--- config.mk ---
export PLATFORM = sky130hd
export DESIGN_NAME = tmr2_ctrl
export DESIGN_NICKNAME = d
export VERILOG_FILES = /design/src/design/tmr2_pkg.sv /design/src/design/tmr2_pin_sync.sv /design/src/design/tmr2_count16.sv /design/src/design/tmr2_ctrl.sv
export VERILOG_INCLUDE_DIRS = /design/src /design/src/design
export SDC_FILE = /design/constraint.sdc
export NUM_CORES = 1
export LEC_CHECK = 0
export ABC_AREA = 1
export BUFFER_PORTS_ARGS = -buffer_cell sky130_fd_sc_hd__buf_2
export CORE_MARGIN = 2
export CORE_UTILIZATION = 25
export DETAILED_ROUTE_END_ITERATION = 10
export REMOVE_ABC_BUFFERS = 1
export SLEW_MARGIN = 25
export SYNTH_ARGS = -nofsm -noshare
export SYNTH_HDL_FRONTEND = slang
export SYNTH_SLANG_ARGS = --single-unit
export TNS_END_PERCENT = 5
--- constraint.sdc ---
create_clock -name ref_clk -period 2.4 [get_ports ref_clk]
set_input_delay 0.12 -clock ref_clk [delete_from_list [all_inputs] [get_ports ref_clk]]
set_output_delay 0.12 -clock ref_clk [all_outputs]
set_load 0.02 [all_outputs]
--- src/design/tmr2_regs.svh ---
// Purpose: register map, reset values and fixed counts of the timer block
// Assumes: byte addresses on an 8-bit AXI4-Lite address bus
// Notes:   definitions only
`ifndef TMR2_REGS_SVH
`define TMR2_REGS_SVH

`define TMR2_AW        8
// register byte addresses
`define TMR2_A_CTRL    8'hC8
`define TMR2_A_CNT     8'hD0
`define TMR2_A_RLD     8'hD4
`define TMR2_A_STAT    8'hD8
`define TMR2_A_IEN     8'hDC
`define TMR2_A_ICLR    8'hE0
`define TMR2_A_MODE    8'hE4
`define TMR2_A_BITW    8'hE8
// status, enable and clear share one layout
`define TMR2_F_OVF     0
`define TMR2_F_EXT     1
// reset values
`define TMR2_CTRL_RST  8'h00
`define TMR2_RLD_RST   16'h0000
`define TMR2_IEN_RST   2'h0
// bus answers
`define TMR2_RESP_OK   2'h0
`define TMR2_RESP_ERR  2'h2
// pin synchroniser depth
`define TMR2_SYNC_LEN  3

`endif

--- src/design/tmr2_pkg.sv ---
// Purpose: shared types of the timer block
// Assumes: nothing
// Notes:   control struct order matches the control byte, bit 7 first
package tmr2_pkg;

    typedef struct packed {
        logic ovf;      // overflow_flag
        logic ext;      // external_flag
        logic rclk;     // rx_clock_select
        logic tx_clock_select;     // tx_clock_select
        logic exen;     // ext_trigger_enable
        logic run;      // run_control
        logic cnt_sel;  // counter_select
        logic cap_sel;  // capture_select
    } tmr2_ctl_t;

    typedef enum logic [2:0] {
        W_IDLE = 3'b001,
        W_ACC  = 3'b010,
        W_RESP = 3'b100
    } tmr2_wst_t;

    typedef enum logic [2:0] {
        R_IDLE = 3'b001,
        R_ACC  = 3'b010,
        R_RESP = 3'b100
    } tmr2_rdst_t;

endpackage : tmr2_pkg

--- src/design/tmr2_pin_sync.sv ---
// Purpose: bring an outside pin into ref_clk and flag its falling edges
// Assumes: pin idles high
// Notes:   a change counts once the second and third stages agree
`timescale 1ns/1ps
`include "tmr2_regs.svh"
module tmr2_pin_sync (
    input  wire logic ref_clk,
    input  wire logic rst_n,
    input  wire logic pin_in,
    output logic      fall_pulse
);
    logic [`TMR2_SYNC_LEN-1:0] sh_q, sh_d;
    logic                      lvl_q, lvl_d;
    logic                      fall_q, fall_d;

    // first stage feeds only the second; filter looks at stages 2 and 3
    always_comb begin
        sh_d   = {sh_q[`TMR2_SYNC_LEN-2:0], pin_in};
        lvl_d  = (sh_q[1] == sh_q[2]) ? sh_q[2] : lvl_q;
        fall_d = lvl_q & ~lvl_d;
    end

    // reset to high so release never looks like an edge
    always_ff @(posedge ref_clk) begin
        if (!rst_n) begin
            sh_q   <= '1;
            lvl_q  <= 1'b1;
            fall_q <= 1'b0;
        end else begin
            sh_q   <= sh_d;
            lvl_q  <= lvl_d;
            fall_q <= fall_d;
        end
    end

    assign fall_pulse = fall_q;
endmodule : tmr2_pin_sync

--- src/design/tmr2_count16.sv ---
// Purpose: up counter with parallel load and wrap flag
// Assumes: load has priority over tick
// Notes:   wrap is combinational, true in the cycle the count leaves max
`timescale 1ns/1ps
module tmr2_count16 #(
    parameter int W = 16
) (
    input  wire logic         ref_clk,
    input  wire logic         rst_n,
    input  wire logic         tick,
    input  wire logic         load,
    input  wire logic [W-1:0] load_val,
    output logic      [W-1:0] count,
    output logic              wrap
);
    logic [W-1:0] cnt_q, cnt_d;

    // load beats counting so a reload never loses to a tick
    always_comb begin
        cnt_d = cnt_q;
        if (load) begin
            cnt_d = load_val;
        end else if (tick) begin
            cnt_d = cnt_q + W'(1);
        end
    end

    always_ff @(posedge ref_clk) begin
        if (!rst_n) begin
            cnt_q <= '0;
        end else begin
            cnt_q <= cnt_d;
        end
    end

    assign count = cnt_q;
    assign wrap  = tick & (&cnt_q);
endmodule : tmr2_count16

--- src/design/tmr2_ctrl.sv ---
// Purpose: control, status and AXI4-Lite registers of the 16-bit timer
// Assumes: pins asynchronous; serial_mode and t1_overflow on ref_clk
// Notes:   one write and one read may be in flight at a time
//
// How it works
// - overflow sets overflow_flag only while both serial clock selects clear
// - qualified trigger falling edge causing capture or reload sets external_flag
// - external_flag with interrupt enabled raises the timer interrupt
// - in up/down mode external_flag never raises an interrupt
// - rx_clock_select routes this overflow to receive clock, modes 1 and 3
// - tx_clock_select routes this overflow to transmit clock, modes 1 and 3
// - trigger pin events are ignored unless ext_trigger_enable is set
// - trigger edges act only when the timer is not clocking the serial port
// - run_control clear stops counting, set lets it count
// - counter_select picks peripheral clock or count pin falling edges
// - capture_select picks capture or reload; serial use forces auto-reload
// - control byte resets to zero and single bits are writable alone
// - baud and clock generation share the one reload value
`timescale 1ns/1ps
`include "tmr2_regs.svh"
module tmr2_ctrl
    import tmr2_pkg::*;
(
    input  wire logic                ref_clk,
    input  wire logic                rst_n,
    input  wire logic                s_awvalid,
    output logic                     s_awready,
    input  wire logic [`TMR2_AW-1:0] s_awaddr,
    input  wire logic                s_wvalid,
    output logic                     s_wready,
    input  wire logic [31:0]         s_wdata,
    input  wire logic [3:0]          s_wstrb,
    output logic                     s_bvalid,
    input  wire logic                s_bready,
    output logic [1:0]               s_bresp,
    input  wire logic                s_arvalid,
    output logic                     s_arready,
    input  wire logic [`TMR2_AW-1:0] s_araddr,
    output logic                     s_rvalid,
    input  wire logic                s_rready,
    output logic [31:0]              s_rdata,
    output logic [1:0]               s_rresp,
    input  wire logic                count_input_pin,
    input  wire logic                ext_trigger_pin,
    input  wire logic [1:0]          serial_mode,
    input  wire logic                t1_overflow,
    output logic                     rx_baud_tick,
    output logic                     tx_baud_tick,
    output logic                     irq
);
    tmr2_wst_t   w_st_q, w_st_d;
    tmr2_rdst_t  r_st_q, r_st_d;
    tmr2_ctl_t   ctl_q, ctl_d;
    logic [15:0] rld_q, rld_d;
    logic [1:0]  ien_q, ien_d;
    logic        updn_q, updn_d;
    logic [1:0]  bresp_q, bresp_d;
    logic [31:0] rdata_q, rdata_d;
    logic [1:0]  rresp_q, rresp_d;
    logic        rx_q, rx_d, tx_q, tx_d, irq_q, irq_d;
    logic        t2_fall, ext_fall, wrap, tick, trig, capture, reload;
    logic        serial_sel, ovf_set, cnt_wr, cnt_load, wr_go, rd_go;
    logic [15:0] cnt, cnt_wval, cnt_lval;

    // merge a 16-bit register with the two low write lanes
    function automatic logic [15:0] merge16(
        input logic [15:0] old_v,
        input logic [31:0] new_v,
        input logic [3:0]  strb
    );
        logic [15:0] m;
        m = old_v;
        if (strb[0]) m[7:0] = new_v[7:0];
        if (strb[1]) m[15:8] = new_v[15:8];
        return m;
    endfunction : merge16

    tmr2_pin_sync u_cnt_pin (
        .ref_clk    (ref_clk),
        .rst_n      (rst_n),
        .pin_in     (count_input_pin),
        .fall_pulse (t2_fall)
    );

    tmr2_pin_sync u_trg_pin (
        .ref_clk    (ref_clk),
        .rst_n      (rst_n),
        .pin_in     (ext_trigger_pin),
        .fall_pulse (ext_fall)
    );

    tmr2_count16 #(.W(16)) u_cnt (
        .ref_clk  (ref_clk),
        .rst_n    (rst_n),
        .tick     (tick),
        .load     (cnt_load),
        .load_val (cnt_lval),
        .count    (cnt),
        .wrap     (wrap)
    );

    // timer events; serial use masks triggers and forces reload
    assign serial_sel = ctl_q.rclk | ctl_q.tx_clock_select;
    assign tick = ctl_q.run & (ctl_q.cnt_sel ? t2_fall : 1'b1);
    assign trig = ctl_q.exen & ext_fall & ~serial_sel;
    assign capture = trig & ctl_q.cap_sel;
    assign reload = (wrap & (serial_sel | ~ctl_q.cap_sel))
                  | (trig & ~ctl_q.cap_sel);
    assign ovf_set = wrap & ~serial_sel;
    // one reload value serves baud and clock duty alike
    assign cnt_load = cnt_wr | reload;
    assign cnt_lval = cnt_wr ? cnt_wval : rld_q;

    assign wr_go = (w_st_q == W_ACC);
    assign rd_go = (r_st_q == R_ACC);

    // write channel: take address and data together, then answer
    always_comb begin
        w_st_d  = w_st_q;
        bresp_d = bresp_q;
        unique case (w_st_q)
            W_IDLE: begin
                if (s_awvalid && s_wvalid) w_st_d = W_ACC;
            end
            W_ACC: begin
                w_st_d  = W_RESP;
                bresp_d = `TMR2_RESP_OK;
                unique case (s_awaddr)
                    `TMR2_A_CTRL, `TMR2_A_CNT, `TMR2_A_RLD,
                    `TMR2_A_STAT, `TMR2_A_IEN, `TMR2_A_ICLR,
                    `TMR2_A_MODE, `TMR2_A_BITW: ;
                    default: bresp_d = `TMR2_RESP_ERR;
                endcase
            end
            W_RESP: begin
                if (s_bready) w_st_d = W_IDLE;
            end
        endcase
    end

    // register updates; hardware sets land after software clears
    always_comb begin
        ctl_d    = ctl_q;
        rld_d    = rld_q;
        ien_d    = ien_q;
        updn_d   = updn_q;
        cnt_wr   = 1'b0;
        cnt_wval = cnt;
        if (wr_go) begin
            unique case (s_awaddr)
                `TMR2_A_CTRL: begin
                    if (s_wstrb[0]) ctl_d = tmr2_ctl_t'(s_wdata[7:0]);
                end
                `TMR2_A_CNT: begin
                    cnt_wr   = |s_wstrb[1:0];
                    cnt_wval = merge16(cnt, s_wdata, s_wstrb);
                end
                `TMR2_A_RLD: rld_d = merge16(rld_q, s_wdata, s_wstrb);
                `TMR2_A_IEN: begin
                    if (s_wstrb[0]) ien_d = s_wdata[1:0];
                end
                `TMR2_A_ICLR: begin
                    // write one to clear
                    if (s_wstrb[0] && s_wdata[`TMR2_F_OVF]) ctl_d.ovf = 1'b0;
                    if (s_wstrb[0] && s_wdata[`TMR2_F_EXT]) ctl_d.ext = 1'b0;
                end
                `TMR2_A_MODE: begin
                    if (s_wstrb[0]) updn_d = s_wdata[0];
                end
                `TMR2_A_BITW: begin
                    // mask in byte 1 picks which control bits take byte 0
                    if (s_wstrb[0] && s_wstrb[1]) begin
                        ctl_d = tmr2_ctl_t'((ctl_q & ~s_wdata[15:8])
                              | (s_wdata[7:0] & s_wdata[15:8]));
                    end
                end
                default: ;
            endcase
        end
        if (ovf_set) ctl_d.ovf = 1'b1;
        if (trig) ctl_d.ext = 1'b1;
        if (capture) rld_d = cnt;
    end

    // read channel: one cycle of arready, then data held until rready
    always_comb begin
        r_st_d  = r_st_q;
        rdata_d = rdata_q;
        rresp_d = rresp_q;
        unique case (r_st_q)
            R_IDLE: begin
                if (s_arvalid) r_st_d = R_ACC;
            end
            R_ACC: begin
                r_st_d  = R_RESP;
                rdata_d = 32'h0000_0000;
                rresp_d = `TMR2_RESP_OK;
                unique case (s_araddr)
                    `TMR2_A_CTRL: rdata_d[7:0] = ctl_q;
                    `TMR2_A_CNT:  rdata_d[15:0] = cnt;
                    `TMR2_A_RLD:  rdata_d[15:0] = rld_q;
                    `TMR2_A_STAT: rdata_d[1:0] = {ctl_q.ext, ctl_q.ovf};
                    `TMR2_A_IEN:  rdata_d[1:0] = ien_q;
                    `TMR2_A_MODE: rdata_d[0] = updn_q;
                    `TMR2_A_ICLR, `TMR2_A_BITW: ; // write-only, read zero
                    default: rresp_d = `TMR2_RESP_ERR;
                endcase
            end
            R_RESP: begin
                if (s_rready) r_st_d = R_IDLE;
            end
        endcase
    end

    // serial clocks only take this overflow in serial modes 1 and 3
    always_comb begin
        rx_d  = (ctl_q.rclk && serial_mode[0]) ? wrap : t1_overflow;
        tx_d  = (ctl_q.tx_clock_select && serial_mode[0]) ? wrap : t1_overflow;
        irq_d = (ctl_q.ovf & ien_q[`TMR2_F_OVF])
              | (ctl_q.ext & ien_q[`TMR2_F_EXT] & ~updn_q);
    end

    always_ff @(posedge ref_clk) begin
        if (!rst_n) begin
            w_st_q  <= W_IDLE;
            r_st_q  <= R_IDLE;
            ctl_q   <= tmr2_ctl_t'(`TMR2_CTRL_RST);
            rld_q   <= `TMR2_RLD_RST;
            ien_q   <= `TMR2_IEN_RST;
            updn_q  <= 1'b0;
            bresp_q <= `TMR2_RESP_OK;
            rdata_q <= 32'h0000_0000;
            rresp_q <= `TMR2_RESP_OK;
            rx_q    <= 1'b0;
            tx_q    <= 1'b0;
            irq_q   <= 1'b0;
        end else begin
            w_st_q  <= w_st_d;
            r_st_q  <= r_st_d;
            ctl_q   <= ctl_d;
            rld_q   <= rld_d;
            ien_q   <= ien_d;
            updn_q  <= updn_d;
            bresp_q <= bresp_d;
            rdata_q <= rdata_d;
            rresp_q <= rresp_d;
            rx_q    <= rx_d;
            tx_q    <= tx_d;
            irq_q   <= irq_d;
        end
    end

    // one-hot state bits are the handshake flops themselves
    assign s_awready    = w_st_q[1];
    assign s_wready     = w_st_q[1];
    assign s_bvalid     = w_st_q[2];
    assign s_bresp      = bresp_q;
    assign s_arready    = r_st_q[1];
    assign s_rvalid     = r_st_q[2];
    assign s_rdata      = rdata_q;
    assign s_rresp      = rresp_q;
    assign rx_baud_tick = rx_q;
    assign tx_baud_tick = tx_q;
    assign irq          = irq_q;
endmodule : tmr2_ctrl

==> flow_metrics.py, run 1 <==
metrics = {
    "placed_design": {
        "post-dp-hpwl_um": 10100,
        "dpl_cell_area_sq_mm": 0.00525,
        "place_worst_setup_slack_ns": 0.444,
        "dpl.cell_count": 1002,
        "gp_congestion": 0.843,
        "port_buffers": 70,
    },
    "floorplan": {
        "num_rows": 50,
        "die_width_um": 142,
        "dieArea_sq_mm": 0.0201,
        "ios": 108,
        "core_area_sq_mm": 0.0186,
        "die_y_um": 142,
        "start_util_pct": 25.5,
    },
    "layout": {
        "final_cells": 1020,
        "area_growth_pct": 17.2,
        "fin_nets": 847,
        "drive_above_1_share_pct": 16.4,
        "num_antenna_cells": 0,
        "fin_area_sq_mm": 0.00557,
    },
    "drt": {
        "drc_errors": 0,
        "drtIter0Drc": 316,
        "vias": 4556,
        "drt_pre_antenna_iters": 4,
        "vias_per_cell": 4.47,
        "ant_nets": 0,
        "avgRoutedWirePerCell_um": 13.4,
        "wl_um": 13700,
    },
    "synthesis": {
        "synth_cell_type_count": 45,
        "synth.avg_cell_area_sq_um": 6.64,
        "synth-edff-count": 0,
        "postSynth.asyncResetShare_pct": 0,
        "synth_seq_cells": 80,
        "ys_seq_area_share_pct": 33.7,
        "ys_warn_count": 0,
        "synthCells": 715,
        "syn_area_sq_mm": 0.00475,
        "synth_ff_type": "dfxtp_1",
    },
    "global_routing": {
        "antenna_found_initial": 0,
        "grt_pass1_vias": 4174,
        "grt_max_degree": 56,
        "overflow": 0,
        "grt_first_pass_wirelength_um": 21600,
        "grt_use_total_pct": 13.7,
    },
    "sta": {
        "setup_viol": 0,
        "slew_viol_final": 0,
        "setup_ws_ns": 0.449,
        "fmax_mhz": 513,
        "rsz0062_at_grt": "no",
        "worstMarginPinSlew_ns": 0.767,
        "final.setup_skew_ns": 0.00843,
        "hold_viol_final": 0,
        "period_needed_ns": 1.95,
        "worst_hold_slack_ns": 0.0440,
        "period_share_pct": 81.3,
        "maxSlewHeadroom_pct": 48.8,
    },
    "critical_path": {
        "crit_arrival_ns": 2.20,
        "cp-start-kind": "register",
        "crit_fanout": 14,
        "worstPathRequired_ns": 2.65,
        "worstSetupPathType": "register to register",
        "crit_path_end_kind": "register",
        "r2r_slack_ns": 0.45,
    },
    "run": {
        "max-cap-violations": 0,
    },
    "clock_network": {
        "ctsHoldBuffers": 3,
        "postCtsSetupBuffers": 0,
        "clock_path_buffers": 2,
        "cts_root_buffer": "clkbuf_16",
        "ctsResizeCount": 0,
        "clock_latency_ns": 0.35,
        "htreeDepth": 3,
        "cts.sinks": 80,
        "cts_buffers": 9,
        "cts_tree": "done",
        "clkSlewWorstSetupHoldPaths_ns": 0.07,
    },
    "pwr": {
        "max-vdd-ir-drop_mv": 0.301,
        "powerDensity_mw_per_mm2": 551,
        "p_total_mw": 3.07,
        "p_leak_nw": 2.53,
    },
    "worst_hold_path": {
        "worstHoldPathType": "input port to register",
    },
    "run_status": {
        "status": "finished clean",
    },
}
[routing by layer]
| metal | track usage [%] | wire length, um | vias to the layer above |
|---|---|---|---|
| met5 | 0 | 0 | - |
| met3 | 2.77 | 461 | 11 |
| li1 | - | - | 2409 |
| met1 | 18.0 | 6650 | 2050 |
| met2 | 23.0 | 6410 | 86 |
| met4 | 3.68 | 133 | 0 |
[report_power, final]
group,total [mW],switching [mW],internal (mW),leakage (nW)
Combinational,0.301,0.202,0.0986,1.74
Clock,1.39,0.591,0.801,0.135
Sequential,1.38,0.0178,1.36,0.649
Total,3.07,0.810,2.26,2.53
[layout by cell type, fill, tap and decap left out, types with 3 or more instances in the layout]
cell type / instances
nand2_1: 182
inv_1: 94
nor2_1: 82
dfxtp_1: 80
buf_2: 70
o21ai_0: 54
a21oi_1: 30
nand3_1: 19
conb_1: 18
nor3_1: 14
o211ai_1: 13
o221ai_1: 12
xor2_1: 12
a31oi_1: 10
o21ai_1: 10
clkbuf_16: 9
buf_4: 8
nand4_1: 6
or2_2: 6
nand2_2: 5
o21ai_2: 5
a211oi_1: 4
nor2_4: 3
nor2_2: 3
nand3_2: 3
dlygate4sd3_1: 3
[synthesized netlist by cell type (3+ instances only)]
cell type	number	area [sq um]
o21ai_1	10	50.1
nor2_4	3	33.8
o21ai_2	5	43.8
nor2_1	82	308
or2_2	6	37.5
buf_2	5	25.0
inv_1	94	353
o221ai_1	12	105
clkbuf_1	11	41.3
a21oi_1	30	150
buf_6	5	56.3
o21ai_0	54	270
o211ai_1	13	97.6
xor2_1	12	105
nand2_1	182	683
nand2_2	5	31.3
nand3_1	19	95.1
nand4_1	6	37.5
nor3_1	15	75.1
nand3_2	3	30.0
a31oi_1	10	62.6
a211oi_1	4	30.0
buf_4	20	150
dfxtp_1	80	1600
nor2_2	3	18.8
[cell type report]
type	count	area [sq um]
clock inverter	5	58.8
multi-input combinational	512	2560
tap	234	293
inverter	97	364
fill	2074	13100
clock buffer	10	229
sequential	80	1600
timing repair buffer	82	460
[through the flow]
step                util [%]  setup TNS (ns)
detailed placement      28.2               0
CTS                     29.9               0
floorplan                  -           -3.68
global placement        28.2               0
global route            29.9               0
finish                  29.9               0
[cells by family after synthesis]
logic type,after synthesis,synth area share (%)
adder cells (fa/ha/maj),3,0.685
buffers and inverters,140,13.8
AO/OA/AOI/OAI,146,18.8
XOR/XNOR,13,2.40
other,1,0.0790
flip-flops,80,33.7
AND/OR/NAND/NOR,332,30.6
[path summary, 6_finish.rpt]
kind,endpoint,cells past startpoint,from
worst max-delay path,u_cnt.count[3],13,u_cnt.count[1]
worst min-delay path,rld_q[1],3,s_wdata[1]
worst max register to register,u_cnt.count[3],13,u_cnt.count[1]
worst min register to register,u_cnt_pin.sh_q[1],1,u_cnt_pin.sh_q[0]
[critical path, stage by stage, from the launching register on]
cell     delay [ns]
dfxtp_1        0.39
ha_1           0.22
nand2_2        0.10
nor2_4         0.12
nand2_2        0.09
nor2_2         0.17
nand3_4        0.12
nand3_4        0.15
buf_4          0.23
nand2_1        0.07
nand2_1        0.06
nand2_1        0.05
nand2_1        0.05
nor2_1         0.04
[flip-flops by register name, indices dropped and copies added (netlist names), named ones only]
name,cells
ctl_q,2
u_trg_pin.fall_pulse,1
u_trg_pin.sh_q,3
u_cnt.count,16
rx_baud_tick,1
ien_q,2
u_cnt_pin.lvl_q,1
s_bresp,1
u_cnt_pin.sh_q,3
u_trg_pin.lvl_q,1
tx_baud_tick,1
updn_q,1
rld_q,16
u_cnt_pin.fall_pulse,1
s_rresp,1
s_rdata,16
r_st_q,3
w_st_q,3
irq,1
No activity file was read; power rests on OpenSTA's default activity.
==> run 2: changes to the inputs <==
--- a/config.mk
+++ b/config.mk
@@ -6,7 +6,7 @@
 export SDC_FILE = /design/constraint.sdc
 export NUM_CORES = 1
 export LEC_CHECK = 0
-export ABC_AREA = 1
+export ABC_AREA = 0
 export BUFFER_PORTS_ARGS = -buffer_cell sky130_fd_sc_hd__buf_2
 export CORE_MARGIN = 2
 export CORE_UTILIZATION = 25
==> constraint.sdc (replaced) <==
create_clock -name ref_clk -period 1.7 [get_ports ref_clk]
set_input_delay 0.085 -clock ref_clk [delete_from_list [all_inputs] [get_ports ref_clk]]
set_output_delay 0.085 -clock ref_clk [all_outputs]
set_load 0.02 [all_outputs]
==> run 2 against run 1 <==
  * The flow now finishes with violations (negative setup slack)
  * Highest routed layer unchanged
  * Largest power group is now registers
  * Critical path type unchanged
  * Power is 39% higher
  * Combinational power rose by 66%
  * Largest cell class unchanged
  * Via count fell by 2.1%
==> flow_metrics.py, run 2 <==
metrics = {
    "critical_path": {
        "worstPathRequired_ns": 1.97,
        "cp-start-kind": "register",
        "crit_arrival_ns": 2.54,
        "crit_path_end_kind": "register",
        "r2r_slack_ns": -0.57,
        "crit_fanout": 7,
        "worstSetupPathType": "register to register",
    },
    "clock_network": {
        "cts.sinks": 80,
        "clkSlewWorstSetupHoldPaths_ns": 0.06,
        "cts_root_buffer": "clkbuf_16",
        "clock_path_buffers": 2,
        "cts_buffers": 9,
        "clock_latency_ns": 0.34,
        "htreeDepth": 3,
        "cts_tree": "done",
    },
    "synthesis": {
        "synth_seq_cells": 80,
        "ys_seq_area_share_pct": 36.5,
        "synth_top_area_cell": "dfxtp_1",
        "synth_ff_type": "dfxtp_1",
        "ys_warn_count": 0,
        "postSynth.asyncResetShare_pct": 0,
        "synthCells": 529,
        "synth.avg_cell_area_sq_um": 8.29,
        "synth_cell_type_count": 61,
        "yosysMostFrequentCell": "dfxtp_1",
        "synth_top_area_share_pct": 36.5,
        "ys_top_cells_by_count": "80 x dfxtp_1, 51 x nand2_1, 47 x nor2_1",
        "syn_area_sq_mm": 0.00438,
        "synth-edff-count": 0,
        "synth.area.top_cells": "dfxtp_1 37%, mux2i_1 5.5%, o21ai_0 4.9%",
    },
    "sta": {
        "final.setup_skew_ns": 0.00670,
        "setup_viol": 20,
        "worstMarginPinSlew_ns": 0.698,
        "maxSlewHeadroom_pct": 53.4,
        "period_needed_ns": 2.27,
        "period_share_pct": 134,
        "hold_viol_final": 0,
        "setup_ws_ns": -0.573,
        "worst_hold_slack_ns": 0.0208,
        "rsz0062_at_grt": "yes",
        "fmax_mhz": 440,
        "setup_tns_ns": -8.43,
        "slew_viol_final": 0,
    },
    "layout": {
        "final_cell_mix": "81 x buf_4, 78 x dfxtp_1, 70 x buf_2",
        "drive_above_1_share_pct": 31.3,
        "area_growth_pct": 35.3,
        "fin_nets": 734,
        "final_cells": 897,
        "mostFrequentLayoutCell": "buf_4",
        "num_antenna_cells": 0,
        "fillers": 1814,
        "fin_area_sq_mm": 0.00593,
    },
    "pwr": {
        "switching_share_pct": 24.9,
        "p_leak_nw": 2.31,
        "max-vdd-ir-drop_mv": 0.626,
        "power_frac_seq_pct": 45.5,
        "p_int_mw": 3.21,
        "powerDensity_mw_per_mm2": 722,
        "clockPowerShare_pct": 42.8,
        "power.switching_mw": 1.07,
        "combPwrFrac_pct": 11.7,
    },
    "floorplan": {
        "core_area_sq_mm": 0.0172,
        "dieArea_sq_mm": 0.0186,
        "die_y_um": 136,
        "die_width_um": 136,
        "ios": 108,
        "start_util_pct": 25.4,
        "num_rows": 48,
    },
    "drt": {
        "wl_um": 14200,
        "drc_errors": 0,
        "vias_per_cell": 4.97,
        "vias": 4462,
        "ant_nets": 0,
        "avgRoutedWirePerCell_um": 15.8,
        "drtIter0Drc": 344,
        "drt_pre_antenna_iters": 5,
    },
    "global_routing": {
        "grt_pass1_vias": 4262,
        "antenna_found_initial": 0,
        "grt_max_degree": 20,
        "grt_use_total_pct": 15.7,
        "overflow": 0,
        "grt_first_pass_wirelength_um": 22400,
    },
    "run": {
        "max-cap-violations": 0,
    },
    "placed_design": {
        "dpl_cell_area_sq_mm": 0.00551,
        "port_buffers": 70,
        "post-dp-hpwl_um": 10700,
        "dpl.cell_count": 879,
        "gp_congestion": 0.928,
    },
    "run_status": {
        "violations": "negative setup slack",
        "status": "finished with violations",
    },
    "worst_hold_path": {
        "worstHoldPathType": "input port to register",
    },
}
==> run 2: logic make-up (layout without fill, tap and decap cells) <==
group,count (synthesis),count (layout),share of synthesized area [%]
AND/OR/NAND/NOR,196,196,23.5
AO/OA/AOI/OAI,155,155,23.5
flip-flops,80,80,36.5
buffers and inverters,57,183,6.94
multiplexers,29,29,7.19
XOR/XNOR,10,10,2.00
adder cells (fa/ha/maj),1,1,0.285
other,1,18,0.0856
==> run 2: stage by stage <==
stage | utilization, % | total power [mW] | worst slack (ns)
2_1_floorplan | - | 2.22 | -1.08
3_3_place_gp | 32.0 | 2.47 | -0.594
3_5_place_dp | 32.0 | 2.47 | -0.625
4_1_cts | 34.1 | 4.32 | -0.601
5_1_grt | 34.4 | 4.45 | -0.644
6_report | 34.4 | 4.28 | -0.573
==> run 2: final cells by class <==
cell class / instances / area [sq um] / area share (%)
clock buffers: 14 / 274 / 4.62
inverters: 8 / 30.0 / 0.506
multi-input cells: 409 / 2640 / 44.5
flip-flops and latches: 80 / 1600 / 27.1
well taps: 225 / 282 / 4.75
repair buffers: 161 / 1100 / 18.6
==> run 2: worst max-delay path, cell delays in order, from the launching register on <==
cell      delay (ns)
dfxtp_2         0.31
or4b_4          0.51
or4b_4          0.62
mux2i_4         0.25
or3_4           0.37
o211ai_2        0.14
==> run 2: power by group through the flow <==
stage	logic (mW)	registers [mW]	clock network, mW
finish	0.501	1.95	1.83
detailed placement	0.488	1.99	0
floorplan	0.176	2.04	0
CTS	0.500	1.94	1.88
global route	0.550	1.95	1.95
global placement	0.484	1.99	0
==> run 2: worst paths after layout <==
path	to	depth (start not counted)	start
setup / recovery	u_cnt.count[6]	5	w_st_q[2]
hold / removal	register	3	s_wdata[3]
setup reg to reg	u_cnt.count[6]	5	w_st_q[2]
hold reg to reg	u_trg_pin.sh_q[1]	1	u_trg_pin.sh_q[0]
==> run 2: metal layers <==
metal	vias to the layer above	routed length, um	share of wire [%]	track usage [%]
met3	23	1020	7.2	3.77
met1	2089	6430	45	20.6
met4	0	385	2.7	7.18
met5	-	0	0	0
li1	2203	-	-	-
met2	147	6350	45	24.3
==> run 2: repair_timing <==
| item | in CTS | in global routing |
|---|---|---|
| endpoints found under the hold margin | 4 | 0 |
| buffers inserted | 1 | 0 |
| gates resized for setup | 18 | 17 |
| hold buffers | 3 | 0 |
| pin swaps | 12 | 10 |
| setup endpoints to repair | 32 | 37 |
==> run 3: changes to the inputs <==
--- a/config.mk
+++ b/config.mk
@@ -8,9 +8,12 @@
 export LEC_CHECK = 0
 export ABC_AREA = 0
 export BUFFER_PORTS_ARGS = -buffer_cell sky130_fd_sc_hd__buf_2
+export CELL_PAD_IN_SITES_DETAIL_PLACEMENT = 0
+export CELL_PAD_IN_SITES_GLOBAL_PLACEMENT = 1
 export CORE_MARGIN = 2
 export CORE_UTILIZATION = 25
 export DETAILED_ROUTE_END_ITERATION = 10
+export PLACE_DENSITY_LB_ADDON = 0.1
 export REMOVE_ABC_BUFFERS = 1
 export SLEW_MARGIN = 25
 export SYNTH_ARGS = -nofsm -noshare
==> run 3 against run 2 <==
  * Critical endpoint is now u_cnt.count[15]
  * Largest power group is now clock
  * Highest routed layer unchanged
  * The flow still finishes with violations (negative setup slack)
  * Maximum frequency shrank 0.38%
  * Register-to-register slack about the same
  * Power rose by 3.4%
==> flow_metrics.py, run 3 (synthesized netlist as in run 2, its figures left out) <==
metrics = {
    "sta": {
        "worstMarginPinSlew_ns": 0.664,
        "final.setup_skew_ns": 0.00501,
        "slew_viol_final": 0,
        "period_needed_ns": 2.28,
        "rsz0062_at_grt": "yes",
        "setup_viol": 32,
        "fmax_mhz": 438,
        "period_share_pct": 134,
        "setup_ws_ns": -0.582,
        "maxSlewHeadroom_pct": 55.6,
        "setup_tns_ns": -10.14,
        "hold_viol_final": 0,
    },
    "drt": {
        "drc_errors": 0,
        "ant_nets": 0,
        "drt_pre_antenna_iters": 5,
        "wl_um": 15600,
        "drtIter0Drc": 351,
        "vias_per_cell": 4.94,
        "avgRoutedWirePerCell_um": 17.4,
        "vias": 4438,
    },
    "run": {
        "max-cap-violations": 0,
    },
    "global_routing": {
        "grt_first_pass_wirelength_um": 24300,
        "grt_max_degree": 47,
        "overflow": 0,
        "grt_use_total_pct": 17.6,
        "grt_pass1_vias": 4237,
        "antenna_found_initial": 0,
    },
    "floorplan": {
        "die_width_um": 136,
        "dieArea_sq_mm": 0.0186,
        "ios": 108,
        "num_rows": 48,
        "core_area_sq_mm": 0.0172,
        "start_util_pct": 25.4,
        "die_y_um": 136,
    },
    "pwr": {
        "p_leak_nw": 2.30,
        "switching_share_pct": 26.5,
        "clockPowerShare_pct": 44.6,
        "p_int_mw": 3.25,
        "powerDensity_mw_per_mm2": 747,
        "combPwrFrac_pct": 11.5,
        "power.switching_mw": 1.17,
        "max-vdd-ir-drop_mv": 0.457,
        "p_total_mw": 4.42,
        "power_frac_seq_pct": 43.9,
    },
    "placed_design": {
        "port_buffers": 70,
        "gp_congestion": 0.832,
        "post-dp-hpwl_um": 11800,
    },
    "layout": {
        "final_cell_mix": "79 x dfxtp_1, 78 x buf_4, 70 x buf_2",
        "drive_above_1_share_pct": 30.8,
        "num_antenna_cells": 0,
        "area_growth_pct": 35.1,
        "final_core_util_pct": 34.3,
        "fillers": 1831,
        "mostFrequentLayoutCell": "dfxtp_1",
        "fin_nets": 733,
    },
    "clock_network": {
        "clock_path_buffers": 2,
        "htreeDepth": 3,
        "clock_latency_ns": 0.35,
        "clkSlewWorstSetupHoldPaths_ns": 0.06,
        "cts.sinks": 80,
        "cts_buffers": 9,
        "cts_root_buffer": "clkbuf_16",
        "postCtsSetupBuffers": 0,
        "cts_tree": "done",
    },
    "critical_path": {
        "worstPathRequired_ns": 1.94,
        "r2r_slack_ns": -0.58,
        "crit_path_end_kind": "register",
        "crit_fanout": 8,
        "worstSetupPathType": "register to register",
        "cp-start-kind": "register",
        "worst_r2r_path_depth": 6,
        "worstReg2RegStart": "w_st_q[2]",
        "crit_arrival_ns": 2.52,
        "r2r_end": "u_cnt.count[15]",
    },
    "worst_hold_path": {
        "whs_path_depth": 3,
        "min_from": "s_wdata[11]",
        "holdPathEnd": "u_cnt.count[11]",
        "worstHoldPathType": "input port to register",
    },
    "run_status": {
        "violations": "negative setup slack",
        "status": "finished with violations",
    },
}
-- run 3: area by class of cell --
cell class	count	area, sq um	area share, %
inverters	8	30.0	0.507
repair buffers	160	1110	18.7
flip-flops and latches	80	1600	27.1
clock buffers	10	229	3.87
multi-input cells	409	2610	44.1
well taps	225	282	4.75
clock inverters	6	60.1	1.01
-- run 3: power groups by stage --
stage | clock network [mW] | logic, mW | registers, mW
floorplan | 0 | 0.176 | 2.04
global placement | 0 | 0.496 | 1.98
detailed placement | 0 | 0.498 | 1.98
CTS | 2.04 | 0.511 | 1.94
global route | 2.10 | 0.557 | 1.95
finish | 1.97 | 0.509 | 1.94
-- run 3: layer usage --
metal | vias to the layer above | global-route usage (%) | wire [um]
li1 | 2213 | - | -
met4 | 0 | 6.02 | 318
met3 | 21 | 3.09 | 678
met1 | 2084 | 23.6 | 7330
met5 | - | 0 | 0
met2 | 120 | 28.3 | 7310
-- run 3: critical path, stage by stage, from the launching register on --
cell and delay (ns):
dfxtp_1 0.31, or4b_4 0.51, or4b_4 0.61, mux2_4 0.39
nor3b_2 0.17, a21oi_1 0.11, a21oi_1 0.07
-- run 3: what timing repair did --
action	in CTS	in global routing
pin swaps	9	0
endpoints found under the setup margin	32	39
resized for setup	17	11
endpoints found under the hold margin	6	0
hold buffers	5	0
-- run 3: worst max path at each step --
stage | slack, ns | start | depth (start not counted) | to
4_1_cts | -0.59 | w_st_q[2] | 6 | u_cnt.count[15]
3_3_place_gp | -0.61 | w_st_q[0] | 6 | u_cnt.count[15]
6_report | -0.58 | w_st_q[2] | 6 | u_cnt.count[15]
3_5_place_dp | -0.65 | w_st_q[0] | 5 | u_cnt.count[2]
2_1_floorplan | -1.08 | w_st_q[1] | 5 | u_cnt.count[2]
5_1_grt | -0.67 | w_st_q[2] | 6 | u_cnt.count[15]
-- run 3: per-stage QoR --
stage	worst slack [ns]	instances	hold slack [ns]	cell area, sq um
2_1_floorplan	-1.08	497	0.158	4170
3_3_place_gp	-0.614	877	0.268	5510
3_5_place_dp	-0.651	877	0.269	5510
4_1_cts	-0.590	898	0.0142	5880
5_1_grt	-0.665	898	0.0258	5920
6_report	-0.582	898	0.0211	5920
